`config.mk`:
```
export PLATFORM = sky130hd
export DESIGN_NAME = external_pin_interrupt_unit
export DESIGN_NICKNAME = d
export VERILOG_FILES = /design/src/design/ext_irq_pkg.sv /design/src/design/external_pin_interrupt_unit.sv
export VERILOG_INCLUDE_DIRS = /design/src /design/src/design
export SDC_FILE = /design/constraint.sdc
export NUM_CORES = 1
export LEC_CHECK = 0
export BUFFER_PORTS_ARGS = -buffer_cell sky130_fd_sc_hd__buf_2
export CORE_MARGIN = 8
export CORE_UTILIZATION = 25
export CTS_CLUSTER_SIZE = 16
export DETAILED_ROUTE_END_ITERATION = 10
export MAX_ROUTING_LAYER = met4
export PLACE_DENSITY = 0.44
export SYNTH_ARGS = -nofsm -noshare
export SYNTH_HDL_FRONTEND = slang
export SYNTH_SLANG_ARGS = --single-unit
```
`constraint.sdc`:
```
create_clock -name pclk -period 1.91 [get_ports pclk]
set_clock_uncertainty 0.1 [all_clocks]
set_input_delay 0 -clock pclk [delete_from_list [all_inputs] [get_ports pclk]]
set_output_delay 0 -clock pclk [all_outputs]
set_load 0.1 [all_outputs]
```
`src/design/ext_irq_cfg.svh`:
```
// register offsets, reset values and field layout of the pin interrupt unit
`ifndef EXT_IRQ_CFG_SVH
`define EXT_IRQ_CFG_SVH

// apb byte offsets
`define OFS_SENSE_CONTROL   8'h00
`define OFS_EXT_ENABLE      8'h04
`define OFS_EXT_FLAGS       8'h08
`define OFS_BANK_ENABLE     8'h0c
`define OFS_BANK_FLAGS      8'h10
`define OFS_PC_MASK0        8'h14
`define OFS_PC_MASK1        8'h18
`define OFS_PC_MASK2        8'h1c
`define OFS_PC_MASK3        8'h20
`define OFS_EVT_STATUS      8'h24
`define OFS_EVT_MASK        8'h28

// reset values
`define RST_SENSE_CONTROL   8'h00
`define RST_EXT_ENABLE      4'h0
`define RST_EXT_FLAGS       4'h0
`define RST_BANK_ENABLE     4'h0
`define RST_BANK_FLAGS      4'h0
`define RST_PC_MASK         27'h0000000
`define RST_EVT             8'h00

// field layout
`define NUM_EXT_PINS        4
`define NUM_BANKS           4
`define NUM_PC_INPUTS       27
`define SENSE_FIELD_W       2
`define BANK0_LSB           0
`define BANK1_LSB           8
`define BANK2_LSB           16
`define BANK3_LSB           24
`define BANK3_WIDTH         3
`define EVT_BANK_LSB        4
`define ACK_BANK_BASE       3'h4

`endif

```
`src/design/ext_irq_pkg.sv`:
```
// types shared by the pin interrupt unit
package ext_irq_pkg;
    `include "ext_irq_cfg.svh"

    // sense selection per dedicated pin, in field code order 00..11
    typedef enum logic [1:0] {
        sense_low,
        sense_any,
        sense_fall,
        sense_rise
    } sense_mode_e;

    // complete state of the unit
    typedef struct packed {
        logic [7:0]                  sense;
        logic [`NUM_EXT_PINS-1:0]    ext_en;
        logic [`NUM_EXT_PINS-1:0]    ext_flag;
        logic [`NUM_BANKS-1:0]       bank_en;
        logic [`NUM_BANKS-1:0]       bank_flag;
        logic [`NUM_PC_INPUTS-1:0]   pc_mask;
        logic [7:0]                  evt_status;
        logic [7:0]                  evt_mask;
        logic [`NUM_EXT_PINS-1:0]    ext_smp;
        logic [`NUM_EXT_PINS-1:0]    ext_prev;
        logic [`NUM_PC_INPUTS-1:0]   pc_smp;
        logic [`NUM_PC_INPUTS-1:0]   pc_prev;
        logic [`NUM_EXT_PINS-1:0]    ext_req;
        logic [`NUM_BANKS-1:0]       bank_req;
        logic                        irq;
        logic [31:0]                 prdata;
        logic                        pready;
        logic                        pslverr;
    } unit_state_s;
endpackage : ext_irq_pkg

```
`src/design/external_pin_interrupt_unit.sv`:
```
// external pin and pin-change interrupt unit with an apb register slave
//
// Overview of operation
// - pins are sampled whatever their direction, so driving them raises requests
// - pin-change inputs form banks 0-7, 8-15, 16-23, 24-26
// - bank request needs bank enable and global enable; one vector per bank
// - pin-change detection runs without the gated i/o clock
// - per pin sense: 00 low, 01 any change, 10 falling, 11 rising
// - enabled low-level pin requests continuously while held low
// - edge and change sensing on dedicated pins needs the i/o clock
// - low-level detection on dedicated pins runs without the i/o clock
// - level must last through wake-up, else no request is raised
// - pin request needs its enable bit and the global enable
// - pins sampled before edge detection; pulses over one clock detected
// - edge or change sets pin flag; cleared on vector entry or write one
// - pin flag held cleared while pin is in level mode
// - bank flag set by bank change; cleared on entry or write one
// - input counts only when its mask bit and bank enable are set
//
// The implementer's own choices: the APB interface to the registers and the placing of the registers.
module external_pin_interrupt_unit
    import ext_irq_pkg::*;
#(
    parameter int ADDR_W = 8
)(
    input  wire logic                      pclk,
    input  wire logic                      presetn,
    input  wire logic                      psel,
    input  wire logic                      penable,
    input  wire logic                      pwrite,
    input  wire logic [ADDR_W-1:0]         paddr,
    input  wire logic [31:0]               pwdata,
    output logic      [31:0]               prdata,
    output logic                           pready,
    output logic                           pslverr,
    input  wire logic [3:0]                ext_irq_pin,
    input  wire logic [26:0]               pin_change_input,
    input  wire logic                      global_irq_enable,
    input  wire logic                      io_clock_run,
    input  wire logic                      irq_ack,
    input  wire logic [2:0]                irq_ack_id,
    output logic      [3:0]                ext_irq_req,
    output logic      [3:0]                pin_change_bank_request,
    output logic                           irq
);
    import ext_irq_pkg::*;

    unit_state_s                 st_ff;
    unit_state_s                 nxt_st;
    logic                        wr_en;
    logic                        setup_ph;
    logic [7:0]                  wr_byte;
    logic [3:0]                  level_mode;
    logic [3:0]                  nxt_level_mode;
    logic [3:0]                  level_low;
    logic [3:0]                  ext_hit;
    logic [26:0]                 pc_chg;
    logic [3:0]                  bank_hit;
    logic [3:0]                  ext_ack_clr;
    logic [3:0]                  bank_ack_clr;
    logic [3:0]                  ext_w1c;
    logic [3:0]                  bank_w1c;

    ////////////////////////////////////////////////////////////////////////
    // sense decode

    // true when one sampled pair matches the selected edge or change sense; low sense never hits
    function automatic logic sense_hit(
        input logic [1:0] mode,
        input logic       prev,
        input logic       cur
    );
        logic hit;
        hit = 1'b0;
        case (sense_mode_e'(mode))
            sense_any:  hit = prev ^ cur;
            sense_fall: hit = prev & ~cur;
            sense_rise: hit = ~prev & cur;
            default:    hit = 1'b0;
        endcase
        return hit;
    endfunction : sense_hit

    // per pin mode and edge detection from two successive samples
    always_comb
    begin
        for (int n = 0; n < `NUM_EXT_PINS; n++)
        begin
            level_mode[n]     = (st_ff.sense[2*n +: 2] == 2'b00);
            nxt_level_mode[n] = (nxt_st.sense[2*n +: 2] == 2'b00);
            level_low[n]      = level_mode[n] & ~st_ff.ext_smp[n];
            // no edge is seen while the i/o clock is halted
            ext_hit[n] = io_clock_run &
                sense_hit(st_ff.sense[2*n +: 2],
                          st_ff.ext_prev[n], st_ff.ext_smp[n]);
        end
    end

    // bank change detection, live on every cycle
    always_comb
    begin
        pc_chg      = (st_ff.pc_smp ^ st_ff.pc_prev) & st_ff.pc_mask;
        bank_hit[0] = st_ff.bank_en[0] & (|pc_chg[7:0]);
        bank_hit[1] = st_ff.bank_en[1] & (|pc_chg[15:8]);
        bank_hit[2] = st_ff.bank_en[2] & (|pc_chg[23:16]);
        bank_hit[3] = st_ff.bank_en[3] & (|pc_chg[26:24]);
    end

    ////////////////////////////////////////////////////////////////////////
    // flag clear sources

    // apb write decode and vector entry acknowledge
    always_comb
    begin
        setup_ph = psel & ~penable;
        wr_en    = psel & penable & st_ff.pready & pwrite & ~st_ff.pslverr;
        wr_byte  = pwdata[7:0];
        ext_w1c  = (wr_en && paddr == ADDR_W'(`OFS_EXT_FLAGS))
                   ? wr_byte[3:0] : 4'h0;
        bank_w1c = (wr_en && paddr == ADDR_W'(`OFS_BANK_FLAGS))
                   ? wr_byte[3:0] : 4'h0;
        ext_ack_clr  = 4'h0;
        bank_ack_clr = 4'h0;
        if (irq_ack)
        begin
            if (irq_ack_id[2])
                bank_ack_clr[irq_ack_id[1:0]] = 1'b1;
            else
                ext_ack_clr[irq_ack_id[1:0]] = 1'b1;
        end
    end

    ////////////////////////////////////////////////////////////////////////
    // next state

    always_comb
    begin
        nxt_st = st_ff;

        // pins are sampled whatever drives them, own port included
        nxt_st.ext_smp  = ext_irq_pin;
        nxt_st.ext_prev = st_ff.ext_smp;
        nxt_st.pc_smp   = pin_change_input;
        nxt_st.pc_prev  = st_ff.pc_smp;

        // plain register writes
        if (wr_en)
        begin
            case (paddr)
                ADDR_W'(`OFS_SENSE_CONTROL): nxt_st.sense   = wr_byte;
                ADDR_W'(`OFS_EXT_ENABLE):    nxt_st.ext_en  = wr_byte[3:0];
                ADDR_W'(`OFS_BANK_ENABLE):   nxt_st.bank_en = wr_byte[3:0];
                ADDR_W'(`OFS_PC_MASK0):
                    nxt_st.pc_mask[`BANK0_LSB +: 8] = wr_byte;
                ADDR_W'(`OFS_PC_MASK1):
                    nxt_st.pc_mask[`BANK1_LSB +: 8] = wr_byte;
                ADDR_W'(`OFS_PC_MASK2):
                    nxt_st.pc_mask[`BANK2_LSB +: 8] = wr_byte;
                ADDR_W'(`OFS_PC_MASK3):
                    nxt_st.pc_mask[`BANK3_LSB +: `BANK3_WIDTH] =
                        wr_byte[`BANK3_WIDTH-1:0];
                ADDR_W'(`OFS_EVT_MASK):      nxt_st.evt_mask = wr_byte;
                default: ;
            endcase
        end

        // clears first, sets after, so a coincident event survives
        nxt_st.ext_flag = (st_ff.ext_flag & ~ext_w1c & ~ext_ack_clr)
                        | ext_hit;
        nxt_st.ext_flag = nxt_st.ext_flag & ~nxt_level_mode;
        nxt_st.bank_flag = (st_ff.bank_flag & ~bank_w1c & ~bank_ack_clr)
                         | bank_hit;

        // sticky event status for the summary interrupt
        nxt_st.evt_status = st_ff.evt_status;
        if (wr_en && paddr == ADDR_W'(`OFS_EVT_STATUS))
            nxt_st.evt_status = st_ff.evt_status & ~wr_byte;
        nxt_st.evt_status = nxt_st.evt_status
                          | {bank_hit, (ext_hit & ~level_mode) | level_low};

        // requests toward the vectoring logic; level is not latched, so a
        // level gone before wake-up ends leaves no request behind
        for (int n = 0; n < `NUM_EXT_PINS; n++)
        begin
            nxt_st.ext_req[n] = global_irq_enable & st_ff.ext_en[n] &
                (level_mode[n] ? ~st_ff.ext_smp[n]
                               : st_ff.ext_flag[n]);
        end
        nxt_st.bank_req = {4{global_irq_enable}} & st_ff.bank_en
                        & st_ff.bank_flag;
        nxt_st.irq = |(st_ff.evt_status & st_ff.evt_mask);

        // apb answer: data and ready prepared in the setup cycle
        nxt_st.pready  = setup_ph;
        nxt_st.pslverr = 1'b0;
        nxt_st.prdata  = 32'h0000_0000;
        if (setup_ph)
        begin
            case (paddr)
                ADDR_W'(`OFS_SENSE_CONTROL):
                    nxt_st.prdata[7:0] = st_ff.sense;
                ADDR_W'(`OFS_EXT_ENABLE):
                    nxt_st.prdata[3:0] = st_ff.ext_en;
                ADDR_W'(`OFS_EXT_FLAGS):
                    nxt_st.prdata[3:0] = st_ff.ext_flag;
                ADDR_W'(`OFS_BANK_ENABLE):
                    nxt_st.prdata[3:0] = st_ff.bank_en;
                ADDR_W'(`OFS_BANK_FLAGS):
                    nxt_st.prdata[3:0] = st_ff.bank_flag;
                ADDR_W'(`OFS_PC_MASK0):
                    nxt_st.prdata[7:0] = st_ff.pc_mask[`BANK0_LSB +: 8];
                ADDR_W'(`OFS_PC_MASK1):
                    nxt_st.prdata[7:0] = st_ff.pc_mask[`BANK1_LSB +: 8];
                ADDR_W'(`OFS_PC_MASK2):
                    nxt_st.prdata[7:0] = st_ff.pc_mask[`BANK2_LSB +: 8];
                ADDR_W'(`OFS_PC_MASK3):
                    nxt_st.prdata[`BANK3_WIDTH-1:0] =
                        st_ff.pc_mask[`BANK3_LSB +: `BANK3_WIDTH];
                ADDR_W'(`OFS_EVT_STATUS):
                    nxt_st.prdata[7:0] = st_ff.evt_status;
                ADDR_W'(`OFS_EVT_MASK):
                    nxt_st.prdata[7:0] = st_ff.evt_mask;
                default:
                    nxt_st.pslverr = 1'b1;    // unmapped, write dropped
            endcase
        end
    end

    ////////////////////////////////////////////////////////////////////////
    // state register

    always_ff @(posedge pclk or negedge presetn)
    begin
        if (!presetn)
        begin
            st_ff            <= '0;
            st_ff.sense      <= `RST_SENSE_CONTROL;
            st_ff.ext_en     <= `RST_EXT_ENABLE;
            st_ff.ext_flag   <= `RST_EXT_FLAGS;
            st_ff.bank_en    <= `RST_BANK_ENABLE;
            st_ff.bank_flag  <= `RST_BANK_FLAGS;
            st_ff.pc_mask    <= `RST_PC_MASK;
            st_ff.evt_status <= `RST_EVT;
            st_ff.evt_mask   <= `RST_EVT;
        end
        else
            st_ff <= nxt_st;
    end

    // outputs straight from the state register
    assign prdata                  = st_ff.prdata;
    assign pready                  = st_ff.pready;
    assign pslverr                 = st_ff.pslverr;
    assign ext_irq_req             = st_ff.ext_req;
    assign pin_change_bank_request = st_ff.bank_req;
    assign irq                     = st_ff.irq;
endmodule : external_pin_interrupt_unit

```
# ---- After elaboration in Yosys (flattened, before gate mapping)
# Index checks and enable logic that the tools add are counted.
dict set report op_classes {
  bitwise 70
  n_eq_ne 22
  order_cmp 2
  muxes 26
  reduce_logical 26
}
# operator count
set ops {}
lappend ops {{AND 1 bit} 33}
lappend ops {{one-hot mux 3 bit (11 select lines)} 1}
lappend ops {{AND 4 bit} 8}
lappend ops {{equality test 8 x 5 -> 1 bit (second input constant)} 4}
lappend ops {{OR reduction 8 bit} 4}
lappend ops {{two-way mux 4 bit} 7}
lappend ops {{AND 27 bit} 1}
lappend ops {{bitwise XOR 27 bit} 1}
lappend ops {{equality test 8 x 6 -> 1 bit (second input constant)} 3}
lappend ops {{two-way mux 8 bit} 3}
lappend ops {{inverter 4 bit} 6}
lappend ops {{one-hot mux 4 bit (6 select lines)} 1}
lappend ops {{AND 8 bit} 2}
lappend ops {{equality test 2 bit (second input constant)} 8}
lappend ops {{equality test 8 x 4 -> 1 bit (second input constant)} 2}
lappend ops {{zero test 2 bit} 8}
lappend ops {{AND reduction 2 bit} 7}
lappend ops {{two-way mux 12 bit} 1}
lappend ops {{OR 4 bit} 3}
lappend ops {{one-hot mux 1 bit (3 select lines)} 4}
lappend ops {{OR reduction 11 bit} 1}
lappend ops {{inverter 1 bit} 10}
lappend ops {{one-hot mux 1 bit (10 select lines)} 1}
lappend ops {{equality test 2 x 1 -> 1 bit (second input constant)} 4}
lappend ops {{11 further kinds} 23}
dict set report totals {
  output_inout_bits 43
  register_bits 148
  inputBits 82
}

# ---- Depth between registers and ports, before layout
# Gate-level depths: netlist of run 1.
dict set report logic_depth {
  depth_word 11
  mapped_depth 7
}

# ---- Least setup slack after synthesis of run 1
# No wires, ideal clock.
dict set report synth_timing {
  path_type {reg2reg}
  from {reg st_ff, in the netlist pready}
  to {reg st_ff[137] (netlist bit)}
  slack_ns -0.895
  t_required_ns 1.685
  synth_period_minus_slack_ns 2.805
  arrival_ns 2.579
  stages_incl_launch_ff 7
  setup_ns 0.125
  path_cell_list {dfrtp_1 -> nand4_4 -> or2_1 -> buf_2 -> or4_1 -> buf_6 -> mux2_4}
}
dict set report synth_between {
  elab_chain_len 4
}
# element line
set synth_rtl {}
lappend synth_rtl {{from (decl)} external_pin_interrupt_unit.sv:48} ;# unit_state_s st_ff;
lappend synth_rtl {{from (signal assigned)} external_pin_interrupt_unit.sv:247} ;# st_ff <= nxt_st;
lappend synth_rtl {{AND 1 bit (3 in series)} external_pin_interrupt_unit.sv:116} ;# wr_en = psel & penable & st_ff.pready & pwrite & ~st_ff.pslverr;
lappend synth_rtl {{AND reduction 2 bit (no source line)} --}
# Every way passes these cells.
# A chain may end at the register's enable or synchronous reset.

# ---- Final worst setup path of run 1
dict set report layout_timing {
  from {reg st_ff, in the netlist pready}
  to {reg st_ff[138] (netlist bit)}
}
# The elaborated chain is that of the path after synthesis.

==> impl_metrics.toml, run 1 <==
[timing]
post-route-period-util = 1.00
report.final.hold_viol_count = 0
setup_viol = 3
fmax_mhz = 522
worst_slack_ps = -3.92
relSlewSlack = 0.592
fin_crit_ps = 1910
worst_slew_pin_slew_ps = 612
maxSlewViolCount = 0
rsz0062_at_grt = "yes"

[finish]
fin_nets = 789
drive_gt1_frac = 0.331
final_area_sq_mm = 0.00888
syn_to_final_growth_pct = 31.4
post-route-util = 0.332

[logic_synthesis]
synth_flop_cell = "dfrtp_1"
synthMostInstantiatedCell = "dfrtp_1"
synth-seq-area-share = 0.548
synth_top_area_frac = 0.548
synth_edf_count = 0
syn_inst = 543
synth_top_cell_by_area = "dfrtp_1"
ys_async_sr_fraction = 1.00
netlist_area_sq_mm = 0.00676
yosys-top-cells-count = "148 x dfrtp_1, 50 x mux2_2, 42 x buf_4, 27 x xor2_1, 25 x nand2_1"
yosys-top-cells-area = "dfrtp_1 55%, mux2_2 8.3%, buf_4 4.7%, xor2_1 3.5%, mux2i_1 2.4%"
ys_ff_latch = 148
syn_avg_cell_area_sq_um = 12.5
ys_warn_count = 0
ys_types = 60

[die]
dieArea_sq_mm = 0.0326
fp-row-count = 60
die_w_um = 180
initial_core_util = 0.253
die_height_um = 180
core-area_sq_mm = 0.0267
io_pins = 125

[place]
gp_congestion = 0.892
dpl.hpwl_um = 15900
port_buffers = 76
placed_area_sq_mm = 0.00769

[status]
status = "finished, violations left"
violations = "negative setup slack"

[clock_network]
h-tree-depth = 4
clock_latency_ps = 430
root_buffer = "clkbuf_16"
cts_tree = "done"
clock-sinks = 148
clk_pin_slew_ps = 60
cts_buffers = 17
cts_buffer_depth = 2

[global_route]
overflow = 0
grt_pass1_wl_um = 32500
grt_pass1_vias = 5254
antenna_found_initial = 2
grt_use_total = 0.136
grt_max_degree = 64

[worst_setup_path]
arrival_ps = 2120
end_kind = "flip-flop"
reg2reg_depth = 4
critPathTopFamily = "simple AND/OR/NAND/NOR gates"
rrSetupSlack_ps = -4
path_buf_inv = 0
rr_endpoint = "st_ff[138]$_DFFE_PN0P_"
worstPathMaxFanout = 8
slowest_stage = "or4_4"
crit_type = "flip-flop to flip-flop"
cp_cell_sequence = "nand4_4 > or2_4 > or4_4 > mux2_4"
reg2reg_from = "pready$_DFF_PN0_"
max_stage_delay_ps = 600
startpoint_type = "flip-flop"
worst_ep_required_time_ps = 2110

[detailed_routing]
remaining_drc_errors = 0
dr.pass1.iters = 4
num_vias = 4803
drt.antenna.violating_nets = 0
wire_per_inst_um = 20.0
drt_wl_total_um = 21100
viasPerCell = 4.56
drtIter0Drc = 280

[power]
power_mw = 7.60
peakVddDrop_uv = 560
p_leak_nw = 4.13
power_density_mw_per_mm2 = 855

[job]
drv_cap = 0

[worst_hold_path]
hp-class = "primary input to async pin"
## worst register-to-register path, cell delays in order, from the launching register on
cell and delay, ps:
dfrtp_4 420, nand4_4 70, or2_4 260, or4_4 600, mux2_4 330
## metal layers
layer  share of wire  wire (um)  global-route usage  vias to the layer above
met5               0          0                   -                        -
met4           0.027        575              0.0526                        0
met3           0.061       1300              0.0423                       28
met2            0.46       9710               0.205                      153
met1            0.45       9520               0.169                     2409
li1                -          -                   -                     2213
## stage by stage
stage	TNS (ps)	hold slack [ps]	setup slack (ps)	instances
6_report	-6.66	44.5	-3.92	1053
3_5_place_dp	-1610	-55.2	-102	969
5_1_grt	-273	68.5	-46.1	1053
4_1_cts	-97.5	49.7	-18.9	1051
2_1_floorplan	-13350	-396	-435	566
3_3_place_gp	-1460	-65.9	-109	969
## area by class of cell
type                       instances  area, sq um
multi-input combinational        342         2730
clock buffer                      22          484
timing repair buffer             176         1330
tap                              341          427
clock inverter                     8          149
fill                            2698        17800
sequential                       148         3710
inverter                          14         52.6
antenna                            2         5.00
## kinds of logic after synthesis
| logic type | synth area share |
|---|---|
| xor+xnor | 0.0350 |
| other cells | 0.000555 |
| simple gates | 0.108 |
| buf+inv | 0.0681 |
| compound gates | 0.0981 |
| flops | 0.548 |
| fa+ha+maj | 0.0148 |
| mux | 0.128 |
## registers in the layout, indices dropped and copies added, names as in the netlist
name                     flops
st_ff                       98
nxt_st                      31
prdata                       8
ext_irq_req                  4
pin_change_bank_request      4
irq                          1
pready                       1
pslverr                      1
## power breakdown
part / switching [mW] / leakage [nW] / internal [mW] / total (mW)
Sequential: 0.0448 / 1.90 / 3.21 / 3.26
Clock: 1.30 / 0.304 / 2.31 / 3.61
Combinational: 0.505 / 1.93 / 0.224 / 0.729
Total: 1.85 / 4.13 / 5.75 / 7.60
## how the worst max path moves through the flow
stage	startpoint	end	slack, ps	cells after the start
2_1_floorplan	pready$_DFF_PN0_	st_ff[137]$_DFFE_PN0P_	-430	6
3_3_place_gp	paddr[1]	st_ff[146]$_DFFE_PN0P_	-110	6
3_5_place_dp	paddr[1]	st_ff[115]$_DFF_PN0_	-100	7
4_1_cts	pready$_DFF_PN0_	st_ff[138]$_DFFE_PN0P_	-20	4
5_1_grt	pready$_DFF_PN0_	st_ff[138]$_DFFE_PN0P_	-50	4
6_report	pready$_DFF_PN0_	st_ff[138]$_DFFE_PN0P_	-4	4
## what timing repair did
action	CTS	global route
buffers inserted	0	0
pin swaps	0	2
hold buffers	52	0
hold endpoints to repair	228	0
setup endpoints to repair	39	42
gates cloned	0	0
resized for setup	5	3
## placed cells by master (no fill, tap or decap), types with 5 or more instances in the layout
master and instances:
a41oi_1 6, nor3b_1 5, a21o_1 5, a22oi_1 20, xor2_1 27, nor2_1 23
nor2b_1 9, dfrtp_1 146, a21oi_1 11, nand2_1 25, mux2_4 12, dlygate4sd3_1 52
clkbuf_16 17, buf_2 75, buf_4 41, ha_1 8, nor3_1 5, inv_1 14
mux2_2 46, a22o_1 5, o21ai_0 10, conb_1 24, nand3_1 7, mux2i_1 16
and3_1 8
Power figures use the tool's default switching activity.
==> run 2: changes to the inputs <==
Settings changed: CORE_ASPECT_RATIO from default to 1.25.
==> run 2 against run 1 <==
The run ends with negative hold slack, negative setup slack left. Clock power shrank 12%. Critical endpoint is now st_ff[139]$_DFFE_PN0P_. Clock-buffer cell count is 1 lower. Power decreased by 5.7%. Cell area unchanged. Hold slack got worse by 47 ps. Critical path type unchanged.
==> impl_metrics.toml, run 2 (synthesized netlist as in run 1, its figures left out) <==
[power]
power_density_mw_per_mm2 = 806
p_leak_nw = 4.14
power_mw = 7.16
peakVddDrop_uv = 576

[die]
fp-row-count = 67
initial_core_util = 0.253
dieArea_sq_mm = 0.0326
core-area_sq_mm = 0.0267
die_w_um = 163
io_pins = 125
die_height_um = 200

[finish]
drive_gt1_frac = 0.335
layout_common_cells = "146 x dfrtp_1, 75 x buf_2, 54 x dlygate4sd3_1, 48 x buf_4, 46 x mux2_2"
layout_commonest_cell = "dfrtp_1"
fin_nets = 799
post-route-util = 0.332
final_area_sq_mm = 0.00888
syn_to_final_growth_pct = 31.4
top_register = "st_ff"
largest_reg_flops = 98
final_cells = 1068

[worst_setup_path]
reg2reg_depth = 4
max_stage_delay_ps = 610
end_kind = "flip-flop"
cp_cell_sequence = "nand4_4 > or2_4 > or4_4 > mux2_4"
arrival_ps = 2160
rrSetupSlack_ps = -40
worstPathMaxFanout = 8
slowest_stage = "or4_4"
critPathTopFamily = "simple AND/OR/NAND/NOR gates"
reg2reg_from = "pready$_DFF_PN0_"
path_buf_inv = 0
rr_endpoint = "st_ff[139]$_DFFE_PN0P_"
crit_type = "flip-flop to flip-flop"
startpoint_type = "flip-flop"
worst_ep_required_time_ps = 2120

[timing]
setup_viol = 8
report.final.hold_viol_count = 2
rsz0062_at_grt = "yes"
worst_slew_pin_slew_ps = 526
relSlewSlack = 0.649
post-route-period-util = 1.02
worst_slack_ps = -44.0
maxSlewViolCount = 0
fmax_mhz = 512
worst_hold_slack_ps = -2.07
fin_crit_ps = 1950
fin_setup_tns_ps = -323

[place]
placed_area_sq_mm = 0.00773
dpl.hpwl_um = 16500
dp.cells = 980
gp_congestion = 0.876
place_ws_ps = -124
port_buffers = 76

[clock_network]
clk_pin_slew_ps = 60
cts_buffers = 17
clock_latency_ps = 430
root_buffer = "clkbuf_16"
h-tree-depth = 4
clock-sinks = 148
cts_buffer_depth = 2
cts_tree = "done"

[detailed_routing]
wire_per_inst_um = 19.9
num_vias = 4859
drt_wl_total_um = 21200
remaining_drc_errors = 0
dr.pass1.iters = 4
drtIter0Drc = 280
drt.antenna.violating_nets = 0
viasPerCell = 4.55

[global_route]
grt_pass1_vias = 5245
grt_use_total = 0.138
overflow = 0
antenna_found_initial = 1
grt_max_degree = 52
grt_pass1_wl_um = 32200

[worst_hold_path]
hp-class = "primary input to async pin"

[status]
violations = "negative hold slack, negative setup slack"
status = "finished, violations left"

[job]
drv_cap = 0
-- run 2: where the power goes --
group / switching [mW] / internal [mW] / leakage (nW)
logic: 0.508 / 0.234 / 1.99
clock network: 1.34 / 1.83 / 0.256
registers: 0.0444 / 3.21 / 1.90
total: 1.89 / 5.27 / 4.14
-- run 2: how the worst max path moves through the flow --
stage | slack, ps | end | cells after the start | start
3_5_place_dp | -120 | st_ff[113]$_DFF_PN0_ | 7 | paddr[5]
4_1_cts | -70 | st_ff[139]$_DFFE_PN0P_ | 4 | pready$_DFF_PN0_
3_3_place_gp | -130 | st_ff[113]$_DFF_PN0_ | 7 | paddr[5]
2_1_floorplan | -430 | st_ff[137]$_DFFE_PN0P_ | 6 | pready$_DFF_PN0_
5_1_grt | -90 | st_ff[139]$_DFFE_PN0P_ | 4 | pready$_DFF_PN0_
6_report | -40 | st_ff[139]$_DFFE_PN0P_ | 4 | pready$_DFF_PN0_
-- run 2: routing by layer --
metal / up-vias / share of wire / global-route usage
met3: 36 / 0.051 / 0.0316
met1: 2459 / 0.42 / 0.162
met5: - / 0 / -
met4: 0 / 0.031 / 0.0722
met2: 135 / 0.49 / 0.217
li1: 2229 / - / -
-- run 2: cell type report --
cell class              count  area [sq um]
fillers                  2707         17900
flip-flops and latches    148          3710
multi-input cells         342          2730
repair buffers            186          1400
clock buffers              21           450
well taps                 345           432
clock inverters            11           104
inverters                  14          52.6
diodes                      1          2.50
-- run 2: timing repair --
action                     4_1_cts  5_1_grt
setup buffers                    0        1
hold endpoints to repair       241        0
pin swaps                        2        1
setup endpoints to repair       43       33
hold buffers                    54        0
resized for setup                6        4
gates cloned                     0        0
-- run 2: worst reg2reg max path, stage by stage, from the launching register on --
cell and delay [ps]:
dfrtp_4 420, nand4_4 90, or2_4 280, or4_4 610, mux2_4 340
==> run 3: changes to the inputs <==
Settings changed: TNS_END_PERCENT from default to 30.
Clock period 1.91 ns to 1.74 ns, I/O delays scaled along.
==> run 3 against run 2 <==
The flow finishes with violations (negative setup slack). First-iteration DRC count is 1.8% lower. Global-route usage grew 0.58 points. Power up 11%. Register-to-register slack lost 80 ps. Setup slack worse by 84 ps. Maximum frequency up 4.6%. Clock-buffer cell count down 2. Critical path type unchanged. Largest power group unchanged.
==> impl_metrics.toml, run 3 (synthesized netlist as in run 1, its figures left out) <==
[status]
status = "finished, violations left"
violations = "negative setup slack"

[worst_setup_path]
arrival_ps = 2080
end_kind = "flip-flop"
max_stage_delay_ps = 540
crit_type = "flip-flop to flip-flop"
worstPathMaxFanout = 8
cp_cell_sequence = "nand4_4 > or2_4 > or4_4 > mux2_4"
startpoint_type = "flip-flop"
worst_ep_required_time_ps = 1950
slowest_stage = "or4_4"

[power]
power_mw = 7.95
p_leak_nw = 4.17
power_density_mw_per_mm2 = 889
peakVddDrop_uv = 629

[detailed_routing]
drt.antenna.violating_nets = 0
dr.pass1.iters = 5
wire_per_inst_um = 20.7
drtIter0Drc = 275
remaining_drc_errors = 0
num_vias = 4826
drt_wl_total_um = 22100
viasPerCell = 4.53

[global_route]
antenna_found_initial = 0
grt_pass1_vias = 5171
grt_max_degree = 49
grt_use_total = 0.144
grt_pass1_wl_um = 33000
overflow = 0

[finish]
layout_common_cells = "146 x dfrtp_1, 75 x buf_2, 53 x dlygate4sd3_1, 48 x buf_4, 34 x mux2_2"
syn_to_final_growth_pct = 32.2
multi_input_area_sq_mm = 0.00279
register_area_sq_mm = 0.00371
drive_gt1_frac = 0.340
fin_nets = 797
post-route-util = 0.334
num_antenna_cells = 0
layout_commonest_cell = "dfrtp_1"
final.fill_count = 2631
top_register = "st_ff"
largest_reg_flops = 98

[clock_network]
clk_pin_slew_ps = 70
cts_tree = "done"
cts_buffers = 17
h-tree-depth = 4
cts_buffer_depth = 2
clock-sinks = 148
clock_latency_ps = 440
root_buffer = "clkbuf_16"

[timing]
fmax_mhz = 535
post-route-period-util = 1.07
report.final.hold_viol_count = 0
worst_slack_ps = -128
maxSlewViolCount = 0
setup_viol = 38
worst_slew_pin_slew_ps = 622
rsz0062_at_grt = "yes"
fin_crit_ps = 1870
relSlewSlack = 0.580

[die]
core-area_sq_mm = 0.0267
initial_core_util = 0.253
dieArea_sq_mm = 0.0326
io_pins = 125
die_height_um = 200
fp-row-count = 67
die_w_um = 163

[worst_hold_path]
hp-class = "primary input to flip-flop"

[job]
drv_cap = 0

[place]
port_buffers = 76
dpl.hpwl_um = 16700
gp_congestion = 0.909
place_ws_ps = -334
[run 3: changes by cell type in the layout (fill, tap and decap cells not counted), sizes merged]
| cell | previous run | this run |
|---|---|---|
| buf | 132 | 131 |
| clkbuf | 21 | 19 |
| clkinv | 3 | 5 |
| clkinvlp | 5 | 3 |
| diode | 1 | 0 |
| dlygate4sd3 | 54 | 53 |
| inv | 16 | 18 |
[run 3: stage by stage]
step	hold WS, ps	cells	setup TNS [ps]	instance area, sq um
after global routing	41.6	1065	-5640	8940
final	0.953	1065	-3010	8940
after floorplan	-396	566	-22520	6870
after global placement	-133	980	-15850	7720
after detailed placement	-121	980	-15280	7720
after CTS	3.03	1065	-3750	8860
[run 3: metal layers]
layer,global-route usage,up-vias,routed length (um)
met5,-,-,0
met3,0.0259,28,820
met2,0.246,119,11500
met4,0.0538,0,522
li1,-,2224,-
met1,0.166,2455,9240
[run 3: final cells by class]
class	instances	share of cell area
clock inverter	13	0.0139
tap	345	0.0483
clock buffer	19	0.0496
timing repair buffer	184	0.156
multi-input combinational	342	0.312
sequential	148	0.415
inverter	14	0.00588
[run 3: path summary, 6_finish.rpt]
path	start	endpoint	slack [ps]	cells past startpoint
max in group asynchronous	presetn	st_ff[165]$_DFF_PN0_	360	4
max	pready$_DFF_PN0_	st_ff[138]$_DFFE_PN0P_	-130	4
max reg2reg	pready$_DFF_PN0_	st_ff[138]$_DFFE_PN0P_	-130	4
min reg2reg	nxt_st[58]$_DFF_PN0_	st_ff[58]$_DFF_PN0_	290	0
min	penable	prdata[6]$_DFF_PN0_	1	3
min in group asynchronous	presetn	nxt_st[66]$_DFF_PN0_	510	3
[run 3: report_power, final]
| group | switching [mW] | internal (mW) | leakage, nW |
|---|---|---|---|
| clock | 1.54 | 2.02 | 0.271 |
| combinational | 0.562 | 0.250 | 2.00 |
| sequential | 0.0483 | 3.52 | 1.90 |
[run 3: timing repair]
item                                    in CTS  in global routing
endpoints found under the setup margin      44                 64
hold buffers                                53                  0
buffers inserted                             0                  0
endpoints found under the hold margin      226                  0
pin swaps                                    6                  2
cloned                                       0                  0
gates resized for setup                      9                 21
[run 3: critical path, delay by kind of cell (launching register included)]
kind | cells | cell delay, ps
AND/OR/NAND/NOR | 3 | 880
flip-flops | 1 | 420
multiplexers | 1 | 340
